<file path="src/shared/dual_sweep_pkg.sv">
// Constants, register map and state encoding for the dual sweep recording controller
package dual_sweep_pkg;

  // ----------------------------------------------------------------
  // Clock and timing
  // ----------------------------------------------------------------
  localparam int CLK_PERIOD_NS = 10;
  localparam int US_TIME_NS = 1000;
  localparam int US_CYC = (US_TIME_NS + CLK_PERIOD_NS - 1) / CLK_PERIOD_NS;
  localparam int MS_TIME_NS = 1000000;
  localparam int RATE_TIME_NS = 2500000;
  localparam int DELAY_MAX_S = 1000;
  localparam int DELAY_MAX_US = DELAY_MAX_S * 1000000;
  localparam int TMR_W = 20;
  localparam int US_W = 7;

  // ----------------------------------------------------------------
  // Sizes
  // ----------------------------------------------------------------
  localparam int DATA_W = 16;
  localparam int SWP_AW = 6;
  localparam int SWP_DEPTH = 1 << SWP_AW;
  localparam int SLEN_W = SWP_AW + 1;
  localparam int CONT_AW = 4;
  localparam int CONT_DEPTH = 1 << CONT_AW;
  localparam int QUE_AW = 2;
  localparam int QUE_DEPTH = 1 << QUE_AW;
  localparam int PRE_PCT_MAX = 100;
  localparam int MAX_SWEEPS = 200000;
  localparam int SCNT_W = 18;
  localparam int OCNT_W = 16;

  // ----------------------------------------------------------------
  // Register map (byte addresses)
  // ----------------------------------------------------------------
  localparam logic [7:0] REG_CTRL = 8'h00;
  localparam logic [7:0] REG_SWEEP_LEN = 8'h04;
  localparam logic [7:0] REG_PRE_PCT = 8'h08;
  localparam logic [7:0] REG_DELAY_US = 8'h0c;
  localparam logic [7:0] REG_REC_MS = 8'h10;
  localparam logic [7:0] REG_STATUS = 8'h14;
  localparam logic [7:0] REG_SWEEP_CNT = 8'h18;
  localparam logic [7:0] REG_OVR_CNT = 8'h1c;

  localparam int CTRL_RUN_BIT = 0;
  localparam int CTRL_STRETCH_BIT = 1;
  localparam int CTRL_DELAY_BIT = 2;

  localparam logic [SLEN_W-1:0] SWEEP_LEN_RST = 7'h20;
  localparam logic [SLEN_W-1:0] PRE_PCT_RST = 7'h00;
  localparam logic [31:0] DELAY_US_RST = 32'h0;
  localparam logic [31:0] REC_MS_RST = 32'h0;

  // ----------------------------------------------------------------
  // Storage word kinds and states
  // ----------------------------------------------------------------
  localparam logic [1:0] KIND_CONT = 2'h0;
  localparam logic [1:0] KIND_SWEEP = 2'h1;
  localparam logic [1:0] KIND_MARK = 2'h2;
  localparam logic [1:0] KIND_NOTE = 2'h3;

  typedef enum logic [2:0] {ST_IDLE, ST_ARMED, ST_DELAY, ST_CAPT, ST_FINISH, ST_DONE} st_e;

endpackage

</file>
<file path="src/dual_sweep_recording_control.sv">
// Dual mode recording control: continuous FIFO, sweep capture and storage arbitration
module dual_sweep_recording_control
  import dual_sweep_pkg::*;
#(
  parameter int RATE_CYC = (RATE_TIME_NS + CLK_PERIOD_NS - 1) / CLK_PERIOD_NS,
  parameter int MS_CYC = MS_TIME_NS / CLK_PERIOD_NS
)
(
  input wire logic clk_sys,
  input wire logic reset,
  input wire logic [7:0] reg_addr,
  input wire logic [31:0] reg_wdata,
  input wire logic reg_wr,
  input wire logic reg_rd,
  output logic [31:0] reg_rdata,
  input wire logic sample_valid,
  input wire logic [DATA_W-1:0] sample_data,
  input wire logic trig_in,
  input wire logic media_full,
  output logic out_valid,
  output logic [1:0] out_kind,
  output logic [DATA_W-1:0] out_data,
  input wire logic out_ready
);

  // ----------------------------------------------------------------
  // State
  // ----------------------------------------------------------------
  typedef struct packed {
    st_e st;
    logic stretch_en;
    logic delay_en;
    logic [SLEN_W-1:0] sweep_len;
    logic [SLEN_W-1:0] pre_pct;
    logic [31:0] delay_us;
    logic [31:0] rec_ms;
    logic suspended;
    logic done;
    logic [SWP_AW:0] wp;
    logic [SWP_AW:0] fp;
    logic [SWP_AW:0] ps;
    logic [SWP_AW:0] rd;
    logic rd_live;
    logic [SLEN_W-1:0] pre_cnt;
    logic [SLEN_W-1:0] post_rem;
    logic [QUE_DEPTH-1:0][SWP_AW:0] q_start;
    logic [QUE_DEPTH-1:0][SWP_AW:0] q_end;
    logic [QUE_AW:0] q_wr;
    logic [QUE_AW:0] q_rd;
    logic open;
    logic [CONT_AW:0] cw;
    logic [CONT_AW:0] cr;
    logic [TMR_W-1:0] rate_cnt;
    logic [TMR_W-1:0] str_cnt;
    logic [TMR_W-1:0] ms_pre;
    logic [31:0] ms_cnt;
    logic [US_W-1:0] us_cnt;
    logic [31:0] delay_cnt;
    logic [SCNT_W-1:0] sweep_cnt;
    logic [OCNT_W-1:0] ovr_cnt;
    logic mark_pend;
    logic note_pend;
    logic [1:0] phase;
    logic [31:0] rdata;
    logic ov;
    logic [1:0] ok;
    logic [DATA_W-1:0] od;
  } state_s;

  state_s s_r;
  state_s s_nxt;
  logic [DATA_W-1:0] swp_mem [SWP_DEPTH];
  logic [DATA_W-1:0] cont_mem [CONT_DEPTH];

  logic swp_we, cont_we, start, end_req, rec_on, take, trig, susp_now;
  logic rate_ok, acc_trig, acc_cap, stretch, ld_sweep, out_free, allow;
  logic q_empty, q_full, hd_open, cont_full, sw_avail;
  logic [SWP_AW:0] occ, free, lim, cur, cap_start;
  logic [SLEN_W-1:0] pre_len, post_len, need;
  logic [13:0] pre_prod;
  logic [QUE_AW:0] q_cnt;
  logic [QUE_AW-1:0] head;
  logic [CONT_AW:0] cont_cnt;

  // ----------------------------------------------------------------
  // Next state
  // ----------------------------------------------------------------
  always_comb
  begin
    s_nxt = s_r;
    s_nxt.rdata = '0;
    swp_we = 1'b0;
    cont_we = 1'b0;
    start = 1'b0;
    end_req = 1'b0;
    acc_trig = 1'b0;
    acc_cap = 1'b0;
    stretch = 1'b0;
    ld_sweep = 1'b0;
    susp_now = 1'b0;
    need = '0;
    cap_start = s_r.ps;
    occ = s_r.wp - s_r.fp;
    free = (SWP_AW + 1)'(SWP_DEPTH) - occ;
    pre_prod = 14'(s_r.sweep_len) * 14'(s_r.pre_pct);
    pre_len = SLEN_W'(pre_prod / 14'(PRE_PCT_MAX));
    post_len = s_r.sweep_len - pre_len;
    q_cnt = s_r.q_wr - s_r.q_rd;
    q_empty = (q_cnt == '0);
    q_full = (q_cnt == (QUE_AW + 1)'(QUE_DEPTH));
    head = s_r.q_rd[QUE_AW-1:0];
    hd_open = s_r.open && (q_cnt == (QUE_AW + 1)'(1));
    lim = hd_open ? s_r.wp : s_r.q_end[head];
    cur = s_r.rd_live ? s_r.rd : s_r.q_start[head];
    sw_avail = !q_empty && (cur != lim);
    cont_cnt = s_r.cw - s_r.cr;
    cont_full = (cont_cnt == (CONT_AW + 1)'(CONT_DEPTH));
    rec_on = (s_r.st == ST_ARMED) || (s_r.st == ST_DELAY) || (s_r.st == ST_CAPT);
    take = sample_valid && rec_on && !s_r.suspended;
    trig = trig_in && rec_on && !s_r.suspended;
    rate_ok = (s_r.rate_cnt == '0) && (s_r.sweep_cnt < SCNT_W'(MAX_SWEEPS)) && !q_full;
    out_free = !s_r.ov || out_ready;
    if (s_r.rate_cnt != '0)
      s_nxt.rate_cnt = s_r.rate_cnt - 1'b1;
    if (s_r.str_cnt != '0)
      s_nxt.str_cnt = s_r.str_cnt - 1'b1;
    s_nxt.phase = s_r.phase + 2'h1;

    // Register port
    if (reg_wr)
    begin
      case (reg_addr)
        REG_CTRL:
        begin
          s_nxt.stretch_en = reg_wdata[CTRL_STRETCH_BIT];
          s_nxt.delay_en = reg_wdata[CTRL_DELAY_BIT];
          start = reg_wdata[CTRL_RUN_BIT] && (s_r.st == ST_IDLE || s_r.st == ST_DONE);
          end_req = !reg_wdata[CTRL_RUN_BIT];
        end
        REG_SWEEP_LEN:
          if (reg_wdata == 32'h0)
            s_nxt.sweep_len = SLEN_W'(1);
          else if (reg_wdata > 32'(SWP_DEPTH))
            s_nxt.sweep_len = SLEN_W'(SWP_DEPTH);
          else
            s_nxt.sweep_len = reg_wdata[SLEN_W-1:0];
        REG_PRE_PCT:
          s_nxt.pre_pct = (reg_wdata > 32'(PRE_PCT_MAX)) ? SLEN_W'(PRE_PCT_MAX)
                                                         : reg_wdata[SLEN_W-1:0];
        REG_DELAY_US:
          s_nxt.delay_us = (reg_wdata > 32'(DELAY_MAX_US)) ? 32'(DELAY_MAX_US) : reg_wdata;
        REG_REC_MS:
          s_nxt.rec_ms = reg_wdata;
        default:
          ;
      endcase
    end
    if (reg_rd)
    begin
      case (reg_addr)
        REG_CTRL:
          s_nxt.rdata = {29'h0, s_r.delay_en, s_r.stretch_en, rec_on};
        REG_SWEEP_LEN:
          s_nxt.rdata = 32'(s_r.sweep_len);
        REG_PRE_PCT:
          s_nxt.rdata = 32'(s_r.pre_pct);
        REG_DELAY_US:
          s_nxt.rdata = s_r.delay_us;
        REG_REC_MS:
          s_nxt.rdata = s_r.rec_ms;
        REG_STATUS:
          s_nxt.rdata = {27'h0, s_r.st == ST_CAPT, s_r.st == ST_DELAY, s_r.done,
                         s_r.suspended, rec_on};
        REG_SWEEP_CNT:
          s_nxt.rdata = 32'(s_r.sweep_cnt);
        REG_OVR_CNT:
          s_nxt.rdata = 32'(s_r.ovr_cnt);
        default:
          s_nxt.rdata = '0;
      endcase
    end

    // Storage arbiter: notes, markers, continuous, then sweep only once the continuous FIFO is empty
    if (cont_cnt >= (CONT_AW + 1)'(CONT_DEPTH * 3 / 4))
      allow = 1'b0;
    else if (cont_cnt >= (CONT_AW + 1)'(CONT_DEPTH / 2))
      allow = (s_r.phase == 2'h0);
    else if (cont_cnt >= (CONT_AW + 1)'(CONT_DEPTH / 4))
      allow = !s_r.phase[0];
    else
      allow = 1'b1;
    if (s_r.ov && out_ready)
      s_nxt.ov = 1'b0;
    if (out_free)
    begin
      if (s_r.note_pend)
      begin
        s_nxt.ov = 1'b1;
        s_nxt.ok = KIND_NOTE;
        s_nxt.od = DATA_W'(s_r.ovr_cnt);
        s_nxt.note_pend = 1'b0;
      end
      else if (s_r.mark_pend)
      begin
        s_nxt.ov = 1'b1;
        s_nxt.ok = KIND_MARK;
        s_nxt.od = DATA_W'(s_r.sweep_cnt);
        s_nxt.mark_pend = 1'b0;
      end
      else if (cont_cnt != '0)
      begin
        s_nxt.ov = 1'b1;
        s_nxt.ok = KIND_CONT;
        s_nxt.od = cont_mem[s_r.cr[CONT_AW-1:0]];
        s_nxt.cr = s_r.cr + 1'b1;
      end
      else if (sw_avail && allow)
      begin
        ld_sweep = 1'b1;
        s_nxt.ov = 1'b1;
        s_nxt.ok = KIND_SWEEP;
        s_nxt.od = swp_mem[cur[SWP_AW-1:0]];
        s_nxt.rd = cur + 1'b1;
        s_nxt.rd_live = 1'b1;
      end
    end

    // Sweep memory release
    if (q_empty)
      s_nxt.fp = s_r.ps;
    else if (!hd_open && (cur == lim) && !ld_sweep)
    begin
      s_nxt.q_rd = s_r.q_rd + 1'b1;
      s_nxt.rd_live = 1'b0;
      s_nxt.fp = (q_cnt > (QUE_AW + 1)'(1)) ? s_r.q_start[head + QUE_AW'(1)] : s_r.ps;
    end

    // Recording
    if (start)
    begin
      s_nxt.st = ST_ARMED;
      s_nxt.done = 1'b0;
      s_nxt.suspended = 1'b0;
      s_nxt.wp = '0;
      s_nxt.fp = '0;
      s_nxt.ps = '0;
      s_nxt.rd_live = 1'b0;
      s_nxt.pre_cnt = '0;
      s_nxt.q_wr = '0;
      s_nxt.q_rd = '0;
      s_nxt.open = 1'b0;
      s_nxt.cw = '0;
      s_nxt.cr = '0;
      s_nxt.rate_cnt = '0;
      s_nxt.str_cnt = '0;
      s_nxt.ms_pre = '0;
      s_nxt.ms_cnt = '0;
      s_nxt.sweep_cnt = '0;
      s_nxt.ovr_cnt = '0;
      s_nxt.mark_pend = 1'b0;
      s_nxt.note_pend = 1'b0;
    end
    else if (rec_on)
    begin
      end_req = end_req || media_full ||
                (s_r.rec_ms != 32'h0 && s_r.ms_cnt >= s_r.rec_ms);
      if (s_r.ms_pre == TMR_W'(MS_CYC - 1))
      begin
        s_nxt.ms_pre = '0;
        s_nxt.ms_cnt = s_r.ms_cnt + 32'h1;
      end
      else
        s_nxt.ms_pre = s_r.ms_pre + 1'b1;
      if (trig)
        s_nxt.mark_pend = 1'b1;
      case (s_r.st)
        ST_ARMED:
          if (trig && rate_ok)
          begin
            acc_trig = 1'b1;
            s_nxt.rate_cnt = TMR_W'(RATE_CYC - 1);
            if (s_r.delay_en)
            begin
              s_nxt.st = ST_DELAY;
              s_nxt.delay_cnt = s_r.delay_us;
              s_nxt.us_cnt = US_W'(US_CYC - 1);
              s_nxt.pre_cnt = '0;
              s_nxt.ps = s_r.wp;
            end
            else
            begin
              need = post_len;
              acc_cap = (free >= post_len);
            end
          end
        ST_DELAY:
          if (s_r.us_cnt != '0)
            s_nxt.us_cnt = s_r.us_cnt - 1'b1;
          else if (s_r.delay_cnt != 32'h0)
          begin
            s_nxt.us_cnt = US_W'(US_CYC - 1);
            s_nxt.delay_cnt = s_r.delay_cnt - 32'h1;
          end
          else
          begin
            need = s_r.sweep_len;
            cap_start = s_r.wp;
            acc_cap = (free >= s_r.sweep_len);
            if (!acc_cap)
              s_nxt.st = ST_ARMED;
          end
        ST_CAPT:
          if (trig && s_r.stretch_en && s_r.str_cnt == '0 && free >= post_len)
          begin
            stretch = 1'b1;
            s_nxt.post_rem = post_len;
            s_nxt.str_cnt = TMR_W'(RATE_CYC - 1);
          end
        default:
          ;
      endcase
      if (acc_cap)
      begin
        s_nxt.q_start[s_r.q_wr[QUE_AW-1:0]] = cap_start;
        s_nxt.q_wr = s_r.q_wr + 1'b1;
        s_nxt.open = 1'b1;
        s_nxt.sweep_cnt = s_r.sweep_cnt + 1'b1;
        s_nxt.st = ST_CAPT;
        s_nxt.post_rem = (s_r.st == ST_DELAY) ? s_r.sweep_len : post_len;
      end
      // Continuous FIFO; full FIFO suspends sample and trigger intake for both recordings
      if (take && cont_full)
      begin
        susp_now = 1'b1;
        s_nxt.suspended = 1'b1;
        s_nxt.note_pend = 1'b1;
        s_nxt.ovr_cnt = s_r.ovr_cnt + 1'b1;
        s_nxt.post_rem = '0;
        if (s_nxt.st == ST_DELAY)
          s_nxt.st = ST_ARMED;
      end
      else if (take)
      begin
        cont_we = 1'b1;
        s_nxt.cw = s_r.cw + 1'b1;
      end
      // Sweep memory writes
      if (take && !susp_now && s_nxt.st == ST_CAPT && s_nxt.post_rem != '0)
      begin
        swp_we = 1'b1;
        s_nxt.wp = s_r.wp + 1'b1;
        s_nxt.post_rem = s_nxt.post_rem - 1'b1;
      end
      else if (take && !susp_now && s_nxt.st == ST_ARMED)
      begin
        if (free != '0)
        begin
          swp_we = 1'b1;
          s_nxt.wp = s_r.wp + 1'b1;
          if (s_r.pre_cnt >= pre_len)
            s_nxt.ps = s_r.ps + 1'b1;
          else
            s_nxt.pre_cnt = s_r.pre_cnt + 1'b1;
        end
        else
        begin
          s_nxt.pre_cnt = '0;
          s_nxt.ps = s_r.wp;
        end
      end
      if (susp_now && s_nxt.st == ST_ARMED)
      begin
        s_nxt.pre_cnt = '0;
        s_nxt.ps = s_nxt.wp;
      end
      // Close the sweep being captured
      if (s_nxt.st == ST_CAPT && (s_nxt.post_rem == '0 || end_req))
      begin
        s_nxt.q_end[s_nxt.q_wr[QUE_AW-1:0] - QUE_AW'(1)] = s_nxt.wp;
        s_nxt.open = 1'b0;
        s_nxt.st = ST_ARMED;
        s_nxt.pre_cnt = '0;
        s_nxt.ps = s_nxt.wp;
      end
      if (end_req)
        s_nxt.st = ST_FINISH;
    end
    else if (s_r.st == ST_FINISH && cont_cnt == '0 && q_empty && !s_r.ov &&
             !s_r.mark_pend && !s_r.note_pend)
    begin
      s_nxt.st = ST_DONE;
      s_nxt.done = 1'b1;
    end
    if (s_r.suspended && cont_cnt == '0 && occ == '0 && q_empty)
      s_nxt.suspended = 1'b0;

    if (reset)
    begin
      s_nxt = '0;
      s_nxt.st = ST_IDLE;
      s_nxt.sweep_len = SWEEP_LEN_RST;
      s_nxt.pre_pct = PRE_PCT_RST;
      s_nxt.delay_us = DELAY_US_RST;
      s_nxt.rec_ms = REC_MS_RST;
      swp_we = 1'b0;
      cont_we = 1'b0;
    end
  end

  always_ff @(posedge clk_sys)
  begin
    s_r <= s_nxt;
  end

  // ----------------------------------------------------------------
  // Sample memories
  // ----------------------------------------------------------------
  always_ff @(posedge clk_sys)
  begin
    if (swp_we)
      swp_mem[s_r.wp[SWP_AW-1:0]] <= sample_data;
    if (cont_we)
      cont_mem[s_r.cw[CONT_AW-1:0]] <= sample_data;
  end

  assign reg_rdata = s_r.rdata;
  assign out_valid = s_r.ov;
  assign out_kind = s_r.ok;
  assign out_data = s_r.od;
endmodule

</file>
<file path="config.mk">
export PLATFORM = sky130hd
export DESIGN_NAME = dual_sweep_recording_control
export DESIGN_NICKNAME = d
export VERILOG_FILES = /design/src/shared/dual_sweep_pkg.sv /design/src/dual_sweep_recording_control.sv
export SDC_FILE = /design/constraint.sdc
export NUM_CORES = 2
export LEC_CHECK = 0
export ABC_CLOCK_PERIOD_IN_PS = 14650
export BUFFER_PORTS_ARGS = -buffer_cell sky130_fd_sc_hd__buf_4
export CORE_UTILIZATION = 25
export DETAILED_ROUTE_END_ITERATION = 10
export PLACE_DENSITY_LB_ADDON = 0.2
export RECOVER_POWER = 25
export SYNTH_ARGS = -nofsm -noshare
export SYNTH_HDL_FRONTEND = slang
export SYNTH_SLANG_ARGS = --single-unit
</file>
<file path="constraint.sdc">
create_clock -name clk_sys -period 14.65 [get_ports clk_sys]
set_input_delay 2.93 -clock clk_sys [delete_from_list [all_inputs] [get_ports clk_sys]]
set_output_delay 2.93 -clock clk_sys [all_outputs]
set_load 0.03 [all_outputs]
</file>
; ---- Word level (Yosys, flattened, before mapping)
; Memory sizes are Yosys's and may differ from the RTL's. A register that Yosys moved wholly into a read port is not among the register bits.
; Cells that the tools add are included.
[classes]
n_mux = 156
n_lt_le_gt_ge = 18
multipliers = 1
addsub = 25
eq_ne = 27
n_bitwise = 8
div_mod_pow = 1
reduce_logical = 101
[op_table]
columns = operator, n
row1 = $mux 7, 51
row2 = $pmux 32 s8, 1
row3 = $mux 167, 1
row4 = $mux 20, 7
row5 = $mux 39, 3
row6 = $mux 32, 3
row7 = $mux 19, 5
row8 = $pmux 39 s2, 1
row9 = $gt 32x7->1 const B, 2
row10 = $reduce_bool 32->1, 2
row11 = $mux 3, 19
row12 = $bwmux 28, 2
row13 = $mux 1, 50
row14 = $bmux 7 s2, 3
row15 = $logic_not 20->1, 2
row16 = $reduce_bool 20->1, 2
row17 = $sub 20x1->20 const B, 2
row18 = $logic_and 1x1->1, 35
row19 = $mux 35, 1
row20 = $add 32x1->32 const B, 1
row21 = $eq 8x5->1 const B, 4
row22 = $ge 32x32->1, 1
row23 = $gt 32x30->1 const B, 1
row24 = $logic_not 32->1, 1
row25 = 64 further kinds, 137
[totals]
word_cells = 385
n_memories = 2
ram_bits = 1280
register_bits = 421
input_bits = 64
[memory_table]
columns = memory, words, word_bits, read_ports, rd_clocked_by_memory_dff, wr, line
row1 = swp_mem, 64, 16, 1, 0, 1, dual_sweep_recording_control.sv:72  ; logic [DATA_W-1:0] swp_mem [SWP_DEPTH];
row2 = cont_mem, 16, 16, 1, 1, 1, dual_sweep_recording_control.sv:73  ; logic [DATA_W-1:0] cont_mem [CONT_DEPTH];

; ---- Depth between registers and ports, before layout
[depth]
ltp_word = 31
mapped_depth = 68

; ---- Worst setup path before layout
; Ideal clock, no wire load.
[synth_path]
path_kind = reg-to-reg
from = register s_r[412] (netlist bit)
to = memory swp_mem[32][0], enable pin
required_time_ps = 14220
path_stages_with_launch = 63
setup_time_ps = 430
setup_slack_ps = -797
arrival_ps = 15017
cell_sequence = dfxtp_1 > clkbuf_1 > and2_1 > fa_1 > inv_1 > fa_1 > inv_1 > fa_1 > inv_1 > fa_1 > inv_1 > ha_1 > clkbuf_1 > a21o_1 > a21o_1 > and4_1 > or3_1 > buf_2 > [27 not listed] > a21oi_1 > or4_1 > clkbuf_1 > nand2_1 > nor2_1 > a211oi_1 > a21boi_0 > inv_1 > ha_1 > and2_1 > nor4b_2 > a21boi_4 > a21o_1 > buf_2 > nand2b_1 > or4b_2 > clkbuf_1 > nor4_1
[synth_between]
elab_chain_len = 26
[synth_rtl]
columns = element, line
row1 = start: declaration, dual_sweep_recording_control.sv:70  ; state_s s_r;
row2 = start signal: assignment, dual_sweep_recording_control.sv:412  ; s_r <= s_nxt;
row3 = $mul 7x7->14, dual_sweep_recording_control.sv:105  ; pre_prod = 14'(s_r.sweep_len) * 14'(s_r.pre_pct);
row4 = $div 14x7->14, dual_sweep_recording_control.sv:106  ; pre_len = SLEN_W'(pre_prod / 14'(PRE_PCT_MAX));
row5 = $sub 7x7->7, dual_sweep_recording_control.sv:107  ; post_len = s_r.sweep_len - pre_len;
row6 = $ge 7x7->1, "dual_sweep_recording_control.sv:293, dual_sweep_recording_control.sv:313"
row7 = $mux 1, dual_sweep_recording_control.sv:282  ; if (s_r.delay_en)
row8 = $mux 1, dual_sweep_recording_control.sv:278  ; if (trig && rate_ok)
row9 = $pmux 1 s2, dual_sweep_recording_control.sv:276  ; case (s_r.st)
row10 = $mux 1, dual_sweep_recording_control.sv:263  ; else if (rec_on)
row11 = [10 not listed], -
row12 = "$logic_and 1x1->1, on equally long branches", "dual_sweep_recording_control.sv:354, dual_sweep_recording_control.sv:348"
row13 = $mux 1 or $logic_and 1x1->1 (tied branches), "dual_sweep_recording_control.sv:354, dual_sweep_recording_control.sv:348"
row14 = $mux 1 *, dual_sweep_recording_control.sv:348  ; if (take && !susp_now && s_nxt.st == ST_CAPT && s_nxt.post_rem != '0)
row15 = $mux 1 *, dual_sweep_recording_control.sv:263
row16 = $mux 1 *, dual_sweep_recording_control.sv:239  ; if (start)
row17 = $mux 1 *, dual_sweep_recording_control.sv:397  ; if (reset)
row18 = $mux 1 *, dual_sweep_recording_control.sv:420  ; if (swp_we)
row19 = $mux 1 (implied by the code) *, dual_sweep_recording_control.sv:421  ; swp_mem[s_r.wp[SWP_AW-1:0]] <= sample_data;
row20 = end: declaration, dual_sweep_recording_control.sv:72
; Every way passes the cells marked *; elsewhere a longest branch is shown, timed or not. The select of a mux whose other input is x is not followed.

; ---- Worst setup path after layout
[layout_path]
from = register s_r[413] (netlist bit)
to = memory swp_mem[48][12], enable pin
; The elaborated chain is that of the path after synthesis.

==> impl_metrics.toml <==
[outcome]
status = "finished with violations"
failed_checks = "max-capacitance violations, max-slew violations"

[power]
static-leakage-power_nw = 29.9
cellPowerDensity_nw_per_um2 = 130
peakVddDrop_mv = 0.105

[critical_path]
critical_path_class = "flop to flop"
timing.critical_path.arrival_ns = 14.59
cp_num_buf_inv = 9
reg2reg_setup_slack_ns = 0.63
timing.critical_path.depth = 59
worst_setup_path_start_kind = "flop"
slowest_delay_ns = 0.64
timing.critical_path.slowest_stage_cell = "sky130_fd_sc_hd__or4_4"
critPathMaxFanout = 10
r2r-end = "swp_mem[48][12]"
reg2reg_from = "s_r[413]"
critical_path.most_common_cell = "sky130_fd_sc_hd__ha_1"
cp_top_family = "compound AO/OA/AOI/OAI gates"
timing.critical_path.to_type = "flop"
setup.worst_path.end = "swp_mem[48][12]"
start_point_of_the_critical_path = "s_r[413]"
ff_to_ff_path_depth = 59
critPathRequiredTime_ns = 15.22

[clock_tree]
cts_hold_buf = 0
root_buffer = "sky130_fd_sc_hd__clkbuf_16"
later_pin_clock_latency_in_the_skew_report_ns = 0.91
clock_tree_from_tritoncts = "built"
cts_htree_levels = 4
clk_path_buf_depth = 4
numClockSinks = 1705
path_clk_slew_ns = 0.06
cts_inserted_buffers = 199

[synthesis]
share_of_the_synthesized_area_in_compound_gates_ao_oa_aoi_oai_pct = 9.83
synth-adder-area-share_pct = 2.90
synth_top_family_by_area = "simple AND/OR/NAND/NOR gates"
synth_top_area_share_pct = 50.7
synth-main-ff-cell = "sky130_fd_sc_hd__edfxtp_1"
synth.cells.most_frequent = "sky130_fd_sc_hd__nand2_1, sky130_fd_sc_hd__edfxtp_1, sky130_fd_sc_hd__nor2_1, sky130_fd_sc_hd__dfxtp_1, sky130_fd_sc_hd__clkbuf_1"
sequential_cell_area_fraction_in_the_yosys_report_pct = 62.0
synth.lib_cells_used.distinct = 105
ys_seq_elements = 1705
yosys.area.top_type = "sky130_fd_sc_hd__edfxtp_1"
synth_edf_count = 1280
syn_area_per_cell_um2 = 11.5
syn-instance-count = 6615
synthMostInstantiatedCell = "sky130_fd_sc_hd__nand2_1"
synth.net_count = 6835
async_flop_share_pct = 0
yosys_warnings = 0
synth_xor_xnor_area_share_pct = 2.10
mappedNetlistArea_um2 = 75700
synth_simple_gate_area_share_pct = 16.0
muxShareOfSynthArea_pct = 4.04
synth_area_leaders = "sky130_fd_sc_hd__edfxtp_1, sky130_fd_sc_hd__dfxtp_1, sky130_fd_sc_hd__nand2_1"

[global_routing]
grt.total_usage_pct = 15.4
vias_in_the_first_global_route = 51083
antenna_found_initial = 5
grt_max_degree = 190
grt_remaining_overflow = 0
grt_pass1_wl_um = 355000

[detailed_routing]
route.vias.total = 52675
drt-wirelength-per-cell_um = 22.6
remaining_drc_errors = 0
drt_pre_antenna_iters = 5
antenna_violating_nets_remaining = 0
detail_route.wirelength_um = 244000
vias_per_cell = 4.87
number_of_drc_markers_after_the_initial_detailed_route_iteration = 4578

[hold_path]
hold_path_startpoint = "s_r[51]"
min_path_type = "flop to flop"

[placed_design]
dpl.cell_count = 10442
gp_routability_congestion = 0.824
placed_wire_length_estimate_after_detailed_placement_um = 155000
portBuffers = 114

[final_layout]
final_nets = 6920
multiInputGateArea_um2 = 27000
flow.area_growth_from_synthesis_pct = 17.0
final_core_utilization_pct = 29.5
layout.cells.non_filler = 10808
seqCellArea_um2 = 47000
ratio_of_cells_with_drive_above_1_in_the_final_layout_pct = 12.4
n_antenna_cell = 0
fill_cells = 30682

[die]
initial_core_util_pct = 25.2
full_die_area_um2 = 305000
vertical_extent_of_the_die_um = 552
row_count = 201
num_io_pins = 115
chipWidth_um = 552
core_region_area_um2 = 301000

[timing]
slew-limit-headroom_pct = -151
final_report_setup_violation_count = 0
hold_viol_final = 0
max_freq_ghz = 0.0713
worst_max_slew_pin_slew_ns = 3.77
timing.clock.skew_ns = 0.137
layout_min_cycle_time_ns = 14.02
maxSlewViolCount = 1120
final_worst_path_period_share_pct = 95.7
timing.hold.ws_ns = 0.447

[run]
maxCapViolCount = 27
## worst register-to-register path, delay by kind of cell (launching register included)
family	cells	cell delay, ns
xor gates and xnor gates	3	0.49
and+or+nand+nor	11	2.63
buffers and inverters	9	1.12
DFF	1	0.31
adders and majority gates	11	3.91
AOI/OAI and AO/OA	25	5.30
## flip-flops by register name, indices dropped and copies added, names as in the netlist, named ones only
signal,cells
swp_mem,1024
head,2
s_r,368
out_data,16
cont_mem,256
out_kind,2
reg_rdata,32
out_valid,1
## layer usage
layer  global-route usage [%]  wire length (um)
met3                     1.92             11300
met4                     3.78              5610
met5                        0                 0
met1                     21.4            112000
met2                     25.3            115000
## logic make-up (layout without fill, tap and decap cells)
logic type | Yosys count | after routing
xor+xnor | 182 | 182
compound gates | 1080 | 1080
simple gates | 2732 | 2732
mux | 178 | 178
fa+ha+maj | 159 | 159
flops | 1705 | 1705
buf+inv | 579 | 814
## worst min-delay path by stage
stage          endpoint  depth (start not counted)
6_report        s_r[51]                          1
5_1_grt         s_r[51]                          1
4_1_cts         s_r[51]                          1
3_5_place_dp    s_r[51]                          1
3_3_place_gp    s_r[51]                          1
2_1_floorplan   s_r[51]                          1
## metrics by stage
stage	area (um^2)	power, mW	setup slack, ns	TNS [ns]
floorplan	75800	6.15	0.0649	0
global placement	81700	6.55	-0.185	-22.44
detailed placement	81700	6.56	-0.289	-72.22
CTS	88200	11.6	0.00962	0
global route	88600	11.9	-0.134	-8.84
finish	88600	11.5	0.630	0
## final cells by class
cell class              instances  share of cell area (%)
multi-input cells            4331                    30.4
flip-flops and latches       1705                    53.0
well taps                    3958                    5.59
clock inverters               110                    1.41
inverters                     125                   0.546
repair buffers                338                    3.11
clock buffers                 241                    5.95
## power by group
group	leakage, nW	internal, mW	switching [mW]	total, mW
Clock	3.20	3.01	2.04	5.04
Combinational	11.7	0.417	0.672	1.09
Sequential	14.9	5.27	0.0894	5.36
## timing repair
| action | 4_1_cts | 5_1_grt |
|---|---|---|
| buffers inserted | 0 | 11 |
| gates cloned | 0 | 4 |
| gates resized for setup | 10 | 81 |
| endpoints found under the setup margin | 805 | 1073 |
| pin swaps | 0 | 23 |
## cells in the final DEF, fill, tap and decap left out, types with 19 or more instances in the layout
cell type                   netlist  final
sky130_fd_sc_hd__nand2_1       1350   1348
sky130_fd_sc_hd__ha_1           128    125
sky130_fd_sc_hd__buf_4           51    271
sky130_fd_sc_hd__clkbuf_16        0    201
sky130_fd_sc_hd__bufinv_16        0     26
sky130_fd_sc_hd__inv_1          122    122
sky130_fd_sc_hd__and3_1         158    158
sky130_fd_sc_hd__edfxtp_1      1280   1280
sky130_fd_sc_hd__buf_12           0     20
sky130_fd_sc_hd__a211oi_1       105    104
sky130_fd_sc_hd__or3_1           37     35
sky130_fd_sc_hd__dfxtp_1        425    423
sky130_fd_sc_hd__o21ai_0         88     86
sky130_fd_sc_hd__a31oi_1         85     83
sky130_fd_sc_hd__nor4_1          48     44
sky130_fd_sc_hd__a311oi_1       194    194
sky130_fd_sc_hd__a21oi_1        316    312
sky130_fd_sc_hd__mux2i_1         65     59
sky130_fd_sc_hd__nor3_1          76     69
sky130_fd_sc_hd__clkbuf_1       352     58
sky130_fd_sc_hd__clkinv_2         0     41
sky130_fd_sc_hd__mux4_2         101    101
sky130_fd_sc_hd__nand2b_1        35     34
sky130_fd_sc_hd__xor2_1          92     91
sky130_fd_sc_hd__xnor2_1         90     89
sky130_fd_sc_hd__a21o_1          52     50
sky130_fd_sc_hd__buf_6            1     19
sky130_fd_sc_hd__fa_1            28     28
sky130_fd_sc_hd__nor2_1         512    492
sky130_fd_sc_hd__nand4_1         33     33
sky130_fd_sc_hd__clkinv_1         1     28
sky130_fd_sc_hd__and2_1          48     47
sky130_fd_sc_hd__a22oi_1        101    101
sky130_fd_sc_hd__nand3_1        331    329
(Power assumes the default switching activity.)
